[src/rtl/reset_ctl_defs.vh]
`ifndef RESET_CTL_DEFS_VH
`define RESET_CTL_DEFS_VH
// wishbone register byte addresses
`define ADDR_CTRL 8'h00
`define ADDR_STATUS 8'h04
`define ADDR_TMODE 8'h08
// control register fields (write one to act, self clearing)
`define CTRL_STOP_BIT 0
`define CTRL_HALT_BIT 1
// status register fields
`define ST_STOP_BIT 0
`define ST_HALT_BIT 1
`define ST_CORE_BIT 2
`define ST_CTRL_BIT 3
`define ST_OSC_BIT 4
`define ST_THR_BIT 5
`define ST_CE_BIT 6
`define ST_LOW_BIT 7
`define ST_CORE_PEND_BIT 8
// timer mode selection: 0000 selects the 100 ms carry period
`define TMODE_W 4
`define TMODE_RESET 4'h0
`define TMODE_LONG 4'h0
// carry periods in microseconds and the clock rate in kHz
`define CARRY_LONG_US 100000
`define CARRY_SHORT_US 5000
`define CLK_KHZ 25000
`endif

[src/rtl/carry_pulse_gen.v]
`timescale 1ns/1ps
`include "reset_ctl_defs.vh"
// timer carry set pulse generator; the set pulse rises at mid period
module carry_pulse_gen #(
    parameter LONG_CYC = (`CARRY_LONG_US / 1000) * `CLK_KHZ,
    parameter SHORT_CYC = (`CARRY_SHORT_US / 1000) * `CLK_KHZ
) (
    input wire clk_i,
    input wire rst_i,
    input wire restart_i,
    input wire long_i,
    output reg set_edge_o
);
    reg [31:0] count;
    wire [31:0] period;
    assign period = long_i ? LONG_CYC : SHORT_CYC;
    // restart aligns the first edge half a period later (50 ms at 100 ms)
    always @(posedge clk_i) begin
        if (rst_i || restart_i) begin
            count <= 32'h0000_0000;
            set_edge_o <= 1'b0;
        end else begin
            set_edge_o <= (count == (period >> 1) - 32'h0000_0001);
            if (count >= period - 32'h0000_0001) begin
                count <= 32'h0000_0000;
            end else begin
                count <= count + 32'h0000_0001;
            end
        end
    end
endmodule // carry_pulse_gen

[src/rtl/reset_ctl.v]
// Functional notes
// - without clock-stop, chip-enable rise gives core reset at next carry set edge
// - chip-enable reset without clock-stop keeps timer mode selection
// - clock-stop entry asserts halt, control-register and core reset strobes together
// - clock-stop entry clears timer mode to 0000, the 100 ms period
// - halt strobe stays asserted while chip-enable stays low in clock-stop
// - clock-stop stops oscillator; chip-enable rise ends it and restarts oscillation
// - after leaving clock-stop, halt ends at next carry set edge, start at zero
// - supply-low flag stops oscillator, halts, holds all three strobes
// - supply-low clear restarts oscillation and drops control-register and core reset strobes together; halt stays until next carry edge
// - after power-on, 100 ms period, start at zero at next carry edge
// - power-on initializes counter, stack, system and control registers while flag active
// - supply threshold select is 3.5 V normally, 2.2 V in clock-stop
// - in normal operation supply-low stops device regardless of chip-enable
// - supply-low in clock-stop shows only as threshold select dropping; recovery waits 50 ms, starts at zero
// - chip-enable rising with supply or during power-on halt runs power-on only
// - chip-enable rise after power-on completes restarts at next carry edge
// - chip-enable reset asserts core reset only, not the other two strobes
// - halt strobe holds halt until the timer carry flip-flop is set
//
// Decided for this implementation: register access over Wishbone and the placing of the registers.
`timescale 1ns/1ps
`include "reset_ctl_defs.vh"
module reset_ctl #(
    parameter LONG_CYC = (`CARRY_LONG_US / 1000) * `CLK_KHZ,
    parameter SHORT_CYC = (`CARRY_SHORT_US / 1000) * `CLK_KHZ
) (
    input wire clk_i,
    input wire rst_i,
    input wire chip_enable_i,
    input wire supply_low_flag_i,
    input wire stop_exec_i,
    input wire wb_cyc_i,
    input wire wb_stb_i,
    input wire wb_we_i,
    input wire [7:0] wb_adr_i,
    input wire [3:0] wb_sel_i,
    input wire [31:0] wb_dat_i,
    output reg [31:0] wb_dat_o,
    output reg wb_ack_o,
    output reg forced_halt_strobe_o,
    output reg control_reg_reset_strobe_o,
    output reg core_reset_o,
    output reg osc_enable_o,
    output reg low_threshold_sel_o,
    output reg [3:0] timer_mode_o
);
    ////////////////////////////////////////////////////////////////////////
    // state encoding, one hot
    localparam RUN = 4'b0001;
    localparam STOP = 4'b0010;
    localparam WAIT = 4'b0100;
    localparam PWR = 4'b1000;

    reg [3:0] state;
    reg [3:0] next_state;
    reg ce_meta, ce_sync, ce_prev, ce_rise;
    reg low_meta, low_sync;
    reg core_pend;
    reg [3:0] tmode;
    reg restart;
    reg stop_req;
    wire carry_edge;
    wire wb_req;

    ////////////////////////////////////////////////////////////////////////
    // synchronizers; first stage read only by the second
    always @(posedge clk_i) begin
        if (rst_i) begin
            ce_meta <= 1'b0;
            ce_sync <= 1'b0;
            ce_prev <= 1'b0;
            ce_rise <= 1'b0;
            low_meta <= 1'b1;
            low_sync <= 1'b1;
        end else begin
            ce_meta <= chip_enable_i;
            ce_sync <= ce_meta;
            ce_prev <= ce_sync;
            ce_rise <= ce_sync & ~ce_prev;
            low_meta <= supply_low_flag_i;
            low_sync <= low_meta;
        end
    end

    ////////////////////////////////////////////////////////////////////////
    // carry pulse source; restart realigns so first edge lands 50 ms later
    carry_pulse_gen #(
        .LONG_CYC(LONG_CYC),
        .SHORT_CYC(SHORT_CYC)
    ) u_carry (
        .clk_i(clk_i),
        .rst_i(rst_i),
        .restart_i(restart),
        .long_i(tmode == `TMODE_LONG),
        .set_edge_o(carry_edge)
    );

    ////////////////////////////////////////////////////////////////////////
    // sequencer next state
    always @* begin
        next_state = state;
        case (state)
            RUN: begin
                if (low_sync) begin
                    next_state = PWR;
                end else if (stop_req) begin
                    next_state = STOP;
                end
            end
            STOP: begin
                // supply-low here only swaps to power-on; outside only the threshold select drops
                if (low_sync) begin
                    next_state = PWR;
                end else if (ce_rise) begin
                    next_state = WAIT;
                end
            end
            WAIT: begin
                if (low_sync) begin
                    next_state = PWR;
                end else if (carry_edge) begin
                    next_state = RUN;
                end
            end
            PWR: begin
                if (!low_sync) begin
                    next_state = WAIT;
                end
            end
            default: begin
                next_state = PWR;
            end
        endcase
    end

    ////////////////////////////////////////////////////////////////////////
    // state, pending core reset, restart and timer mode register
    always @(posedge clk_i) begin
        if (rst_i) begin
            state <= PWR;
            tmode <= `TMODE_RESET;
            core_pend <= 1'b0;
            restart <= 1'b0;
        end else begin
            state <= next_state;
            restart <= (next_state == WAIT) && (state != WAIT);
            if (next_state == PWR || (state == RUN && next_state == STOP)) begin
                tmode <= `TMODE_RESET;
            end else if (wb_req && wb_we_i && wb_adr_i == `ADDR_TMODE && wb_sel_i[0]) begin
                tmode <= wb_dat_i[3:0];
            end
            // chip-enable in running mode arms core reset for next carry edge
            if (state != RUN || next_state != RUN) begin
                core_pend <= 1'b0;
            end else if (ce_rise) begin
                core_pend <= 1'b1;
            end else if (carry_edge) begin
                core_pend <= 1'b0;
            end
        end
    end

    ////////////////////////////////////////////////////////////////////////
    // registered outputs; core reset alone in chip-enable reset
    always @(posedge clk_i) begin
        if (rst_i) begin
            forced_halt_strobe_o <= 1'b1;
            control_reg_reset_strobe_o <= 1'b1;
            core_reset_o <= 1'b1;
            osc_enable_o <= 1'b0;
            low_threshold_sel_o <= 1'b0;
            timer_mode_o <= `TMODE_RESET;
        end else begin
            forced_halt_strobe_o <= (next_state != RUN);
            control_reg_reset_strobe_o <= (next_state == STOP) || (next_state == PWR);
            core_reset_o <= (next_state == STOP) || (next_state == PWR)
                || (core_pend && carry_edge);
            osc_enable_o <= (next_state == RUN) || (next_state == WAIT);
            low_threshold_sel_o <= (next_state == STOP);
            timer_mode_o <= tmode;
        end
    end

    ////////////////////////////////////////////////////////////////////////
    // wishbone slave: one wait state, ack dropped the cycle after
    assign wb_req = wb_cyc_i && wb_stb_i && !wb_ack_o;

    always @(posedge clk_i) begin
        if (rst_i) begin
            wb_ack_o <= 1'b0;
            wb_dat_o <= 32'h0000_0000;
            stop_req <= 1'b0;
        end else begin
            wb_ack_o <= wb_req;
            // clock-stop request from software or the instruction decoder
            stop_req <= stop_exec_i || (wb_req && wb_we_i && wb_adr_i == `ADDR_CTRL
                && wb_sel_i[0] && wb_dat_i[`CTRL_STOP_BIT]);
            if (wb_req && !wb_we_i) begin
                if (wb_adr_i == `ADDR_STATUS) begin
                    wb_dat_o <= {23'h00_0000, core_pend, low_sync, ce_sync, low_threshold_sel_o,
                        osc_enable_o, control_reg_reset_strobe_o, core_reset_o,
                        forced_halt_strobe_o, state == STOP};
                end else if (wb_adr_i == `ADDR_TMODE) begin
                    wb_dat_o <= {28'h000_0000, tmode};
                end else begin
                    wb_dat_o <= 32'h0000_0000;
                end
            end
        end
    end
endmodule // reset_ctl

[config.mk]
export PLATFORM = sky130hd
export DESIGN_NAME = reset_ctl
export DESIGN_NICKNAME = d
export VERILOG_FILES = /design/src/rtl/carry_pulse_gen.v /design/src/rtl/reset_ctl.v
export VERILOG_INCLUDE_DIRS = /design/src /design/src/rtl
export SDC_FILE = /design/constraint.sdc
export NUM_CORES = 1
export LEC_CHECK = 0
export ABC_AREA = 0
export CAP_MARGIN = 10
export CORE_MARGIN = 3
export CORE_UTILIZATION = 60
export DETAILED_ROUTE_END_ITERATION = 8
export DONT_BUFFER_PORTS = 1
export PLACE_DENSITY = 0.76
export SYNTH_ARGS = -nofsm -noshare
export SYNTH_HDL_FRONTEND = slang
export SYNTH_SLANG_ARGS = --single-unit
[constraint.sdc]
create_clock -name clk_i -period 3.9 [get_ports clk_i]
set_clock_uncertainty 0.2 [all_clocks]
set_input_delay 0.195 -clock clk_i [delete_from_list [all_inputs] [get_ports clk_i]]
set_output_delay 0.195 -clock clk_i [all_outputs]
set_load 0.01 [all_outputs]
======== Yosys cells after proc, flatten, opt, wreduce, memory -nomap -nowiden ========
Index checks and enable logic that the tools add are counted.
storage, ports and cells
  register bits after elaboration ......... 92
  input bits .............................. 52
  output and inout port bits .............. 42
  word-level logic and storage cells ...... 81
operators by class
  add/sub/neg operators ................... 3
  order comparisons ....................... 1
  equal/unequal tests ..................... 14
  multiplexer cells ....................... 13
  bitwise gates (word level) .............. 2
  reductions and logical operators ........ 27
operators with widths
  kind                   number
  $add 32x1->32 const B  1
  $eq 32x32->1           1
  $ge 32x32->1           1
  $mux 4                 8
  $sub 31x1->32 const B  1
  $sub 32x1->32 const B  1
  $mux 22                1
  $pmux 4 s4             1
  $logic_and 1x1->1      12
  $mux 9                 1
  $eq 4x1->1 const B     2
  $eq 4x2->1 const B     2
  $eq 4x3->1 const B     2
  $eq 4x4->1 const B     2
  $eq 8x3->1 const B     1
  $eq 8x4->1 const B     1
  $logic_not 8->1        1
  $ne 4x1->1 const B     2
  $logic_or 1x1->1       7
  $reduce_or 2->1        3
  $logic_not 4->1        1
  $ne 4x3->1 const B     1
  $logic_not 1->1        2
  $mux 1                 2
  other kinds (3)        3

======== Depth between registers and ports, before layout ========
  depth in word-level cells ............... 7
  depth in mapped cells ................... 11
  gate-level depth less buffers ........... 8

======== Modules after synthesis ========
A second synthesis with hierarchy kept.
second synthesis, totals
  cells, all modules ...................... 326
  area, all modules ....................... 3234.4 sq um
modules (own cells, without submodules)
  module           instances  cells an instance  area each (sq um)  seq. area each (sq um)
  carry_pulse_gen  1          174                1715.4             660.6
  reset_ctl        1          152                1519.0             720.7

======== Worst setup path after synthesis ========
OpenSTA, ideal clock, no wires.
  kind .................................... register to register
  start point ............................. reg tmode[3]
  end point ............................... reg u_carry.count[2]
  setup time .............................. 88 ps
  arrival time ............................ 2440 ps
  required time ........................... 3612 ps
  path slack .............................. 1173 ps
  stages on the path, launching flop included .. 10
  path buffers ............................ 2
  period minus slack after synthesis ...... 2727 ps
  path through ............................ dfxtp_1 -> or4_1 -> buf_6 -> ha_1 -> a21o_1 -> a211oi_1 -> o21ai_1 -> a211o_1 -> buf_2 -> nor4_2
between the ends
  word-level cells in the longest chain between the ends .. 5
ends and longest elaborated chain
  what                       RTL line              RTL
  from (decl)                reset_ctl.v:60        reg [3:0] tmode;
  from (signal assigned)     reset_ctl.v:142       tmode <= `TMODE_RESET;
  from (signal assigned)     reset_ctl.v:149       tmode <= `TMODE_RESET;
  from (signal assigned)     reset_ctl.v:151       tmode <= wb_dat_i[3:0];
  $logic_not 4->1 (no line)  -
  $mux 22                    carry_pulse_gen.v:16  assign period = long_i ? LONG_CYC : SHORT_CYC;
  $sub 32x1->32              carry_pulse_gen.v:24  if (count >= period - 32'h0000_0001) begin
  $ge 32x32->1               carry_pulse_gen.v:24
  $reduce_or 2->1 (no line)  -
  to (signal assigned)       carry_pulse_gen.v:27  count <= count + 32'h0000_0001;
  to (decl)                  carry_pulse_gen.v:14  reg [31:0] count;
No other way between the ends.
A chain may end at the register's enable or synchronous reset.

======== Worst setup path in the final report ========
  start point ............................. reg tmode[3]
  end point ............................... reg u_carry.count[1]
Same word-level chain as after synthesis.

==> results.sh <==
export IMPL_synth_cell_area_sq_um=3239
export IMPL_cts_buffer_depth=2
export IMPL_r2r_start="tmode[3]"
export IMPL_grt_max_degree=23
export IMPL_synthFlopType="dfxtp_1"
export IMPL_reg2reg_slack_ns=0.73
export IMPL_top_layer_used="met4"
export IMPL_fmax_ghz=0.3150
export IMPL_power_w=0.001384
export IMPL_dp_cells=404
export IMPL_status="finished, final reports clean"
export IMPL_num_rows=26
export IMPL_coreArea_sq_um=5172
export IMPL_hold_viol=0
export IMPL_antenna_found_initial=0
export IMPL_wirelength_mm=6.365
export IMPL_rsz0062_at_grt="no"
export IMPL_overflow=0
export IMPL_place_ws_ns=0.7483
export IMPL_setup_slack_ns=0.7257
export IMPL_drv_slew=0
export IMPL_crit_path_end_kind="flip-flop"
export IMPL_setup_viol=0
export IMPL_drive_gt1_share_pct=10.44
export IMPL_leakage_nw=1.322
export IMPL_synth_cell_type_count=53
export IMPL_worst_setup_path_start_kind="flip-flop"
export IMPL_arrival_ns=3.21
export IMPL_final_core_util_pct=68.51
export IMPL_setup_tns_ns=0
export IMPL_wl_met3_microns=396
export IMPL_worstMarginPinSlew_ns=0.9388
export IMPL_worstRegToRegCells=7
export IMPL_drtAntennaViolNets=0
export IMPL_critPathKind="flip-flop to flip-flop"
export IMPL_cts_tree="built"
export IMPL_drc=0
export IMPL_htreeDepth=3
export IMPL_wl_met2_mm=3.026
export IMPL_numCtsBuffers=9
export IMPL_syn_to_final_growth_pct=9.386
export IMPL_powerDensity_nw_per_um2=390.6
export IMPL_n_fill_cell=404
export IMPL_dp_final_hpwl_mm=4.337
export IMPL_wl_per_cell_microns=14.67
export IMPL_holdCritStartpoint="wb_adr_i[2]"
export IMPL_worstPathMaxFanout=22
export IMPL_yosysSeqAreaShare_pct=42.64
export IMPL_synthCells=338
export IMPL_synth_top_area_share_pct=42.64
export IMPL_cts_resized=0
export IMPL_fin_crit_ns=3.174
export IMPL_firstDrtPassIters=4
export IMPL_gp_congestion=0.8161
export IMPL_die_w_microns=79.48
export IMPL_die_h_microns=79.48
export IMPL_hold_depth=4
export IMPL_hp_class="primary input to flip-flop"
export IMPL_synth_edf_count=0
export IMPL_start_util_pct=62.63
export IMPL_cts_setup_buffers=0
export IMPL_relSlewSlack_pct=36.84
export IMPL_grt_util_all_layers_pct=21.75
export IMPL_cts_hold_buffers=14
export IMPL_yosysTopAreaCell="dfxtp_1"
export IMPL_die_area_sq_um=6316
export IMPL_hold_end="wb_dat_o[0]"
export IMPL_drtIter0Drc=233
export IMPL_max_cap_viol_count=0
export IMPL_synth_ff_latch_count=69
export IMPL_portBuffers=0
export IMPL_required_ns=3.93
export IMPL_synth_area_leaders="dfxtp_1, buf_4, nor4_2"
export IMPL_grt_pass1_wl_mm=10.78
export IMPL_io_pins=94
export IMPL_clock_latency_ns=0.34
export IMPL_grt_pass1_vias=2254
export IMPL_irDropWorstVdd_uv=304.5
export IMPL_viasPerCell=5.622
export IMPL_min_period_over_period_pct=81.39
export IMPL_reg2reg_to="u_carry.count[1]"
export IMPL_ctsRootBufferMaster="clkbuf_8"
export IMPL_yosys_warnings=0
export IMPL_num_antenna_cells=0
export IMPL_async_reset_ff_share_pct=0
export IMPL_final_nets=419
export IMPL_met1_length_mm=2.833
export IMPL_clk_pin_slew_worst_paths_ns=0.07
export IMPL_avgSynthCellArea_sq_um=9.584
export IMPL_vias=2440
export IMPL_stdcell_count=434
export IMPL_cts_sinks=69
-- cell families after synthesis --
family	Yosys count	share of synthesized area (%)
AND/OR/NAND/NOR	143	27.15
adder cells (fa/ha/maj)	8	3.090
AO/OA/AOI/OAI	42	9.618
flip-flops	69	42.64
multiplexers	4	1.236
XOR/XNOR	22	5.948
buffers and inverters	49	10.20
other	1	0.1158
-- sequential cells by signal, summed over array words and instances, names as in the netlist, 4 cells and up --
register	cells
timer_mode_o	4
wb_dat_o	9
tmode	4
u_carry.count	32
state	4
-- critical path: stages (launching register included) --
cell	delay [ns]
dfxtp_1	0.35
or4_1	0.63
ha_1	0.34
a21o_1	0.19
a211oi_1	0.23
o21ai_1	0.09
a211o_1	0.62
nor4b_1	0.40
-- routing by layer --
metal  vias up  global-route usage (%)
li1       1196                       -
met1      1154                   28.48
met2        80                   33.31
met3        10                   4.966
met4         0                   11.34
met5         -                       0
-- cells in the final DEF (no fill, tap or decap), types with 10 or more instances in the layout --
cell,netlist,layout
a22oi_1,10,10
conb_1,1,33
dfxtp_1,69,69
dlygate4sd3_1,0,14
nand2_1,20,20
nand3_1,12,12
nor2_1,24,24
nor2b_1,12,12
nor3_1,12,12
nor4_1,15,15
nor4_2,11,11
xor2_1,14,14
-- worst max path at each step --
stage	from	to	slack, ns	cells after the start
2_1_floorplan	tmode[3]	u_carry.count[2]	1.17	9
3_3_place_gp	tmode[3]	u_carry.count[13]	0.81	7
3_5_place_dp	tmode[3]	u_carry.count[1]	0.75	7
4_1_cts	tmode[3]	u_carry.count[1]	0.70	7
5_1_grt	tmode[3]	u_carry.count[1]	0.55	7
6_report	tmode[3]	u_carry.count[1]	0.73	7
-- power by group --
part | switching [W] | total (W) | internal (W)
sequential | 0.00000578 | 0.000721 | 0.000715
combinational | 0.0000248 | 0.0000401 | 0.0000153
clock | 0.000263 | 0.000623 | 0.000360
total | 0.000294 | 0.00138 | 0.00109
-- synth_stat cells (all sizes together) (3+ instances only) --
cell,count
a211o,3
a21oi,7
a22oi,10
a31oi,3
and4,3
buf,34
clkbuf,7
dfxtp,69
ha,8
inv,7
mux2i,4
nand2,20
nand2b,3
nand3,12
nand3b,7
nand4,5
nor2,24
nor2b,12
nor3,12
nor4,26
nor4b,3
o21ai,5
or2,4
or4,3
xnor2,8
xor2,14
-- metrics by stage --
step | area, sq um | hold slack [ns]
after detailed placement | 3189 | 0.06992
after global placement | 3189 | 0.06931
after floorplan | 3359 | 0.07412
after CTS | 3543 | 0.02435
after global routing | 3543 | 0.07882
final | 3543 | 0.04857
-- area by class of cell --
class / count / area [sq um] / area share, %
timing repair buffer: 19 / 177.7 / 5.014
clock inverter: 6 / 86.33 / 2.436
multi-input combinational: 252 / 1648 / 46.50
inverter: 8 / 35.03 / 0.9887
sequential: 69 / 1381 / 38.98
tap: 70 / 87.58 / 2.472
clock buffer: 10 / 127.6 / 3.602
(Power assumes the default switching activity.)
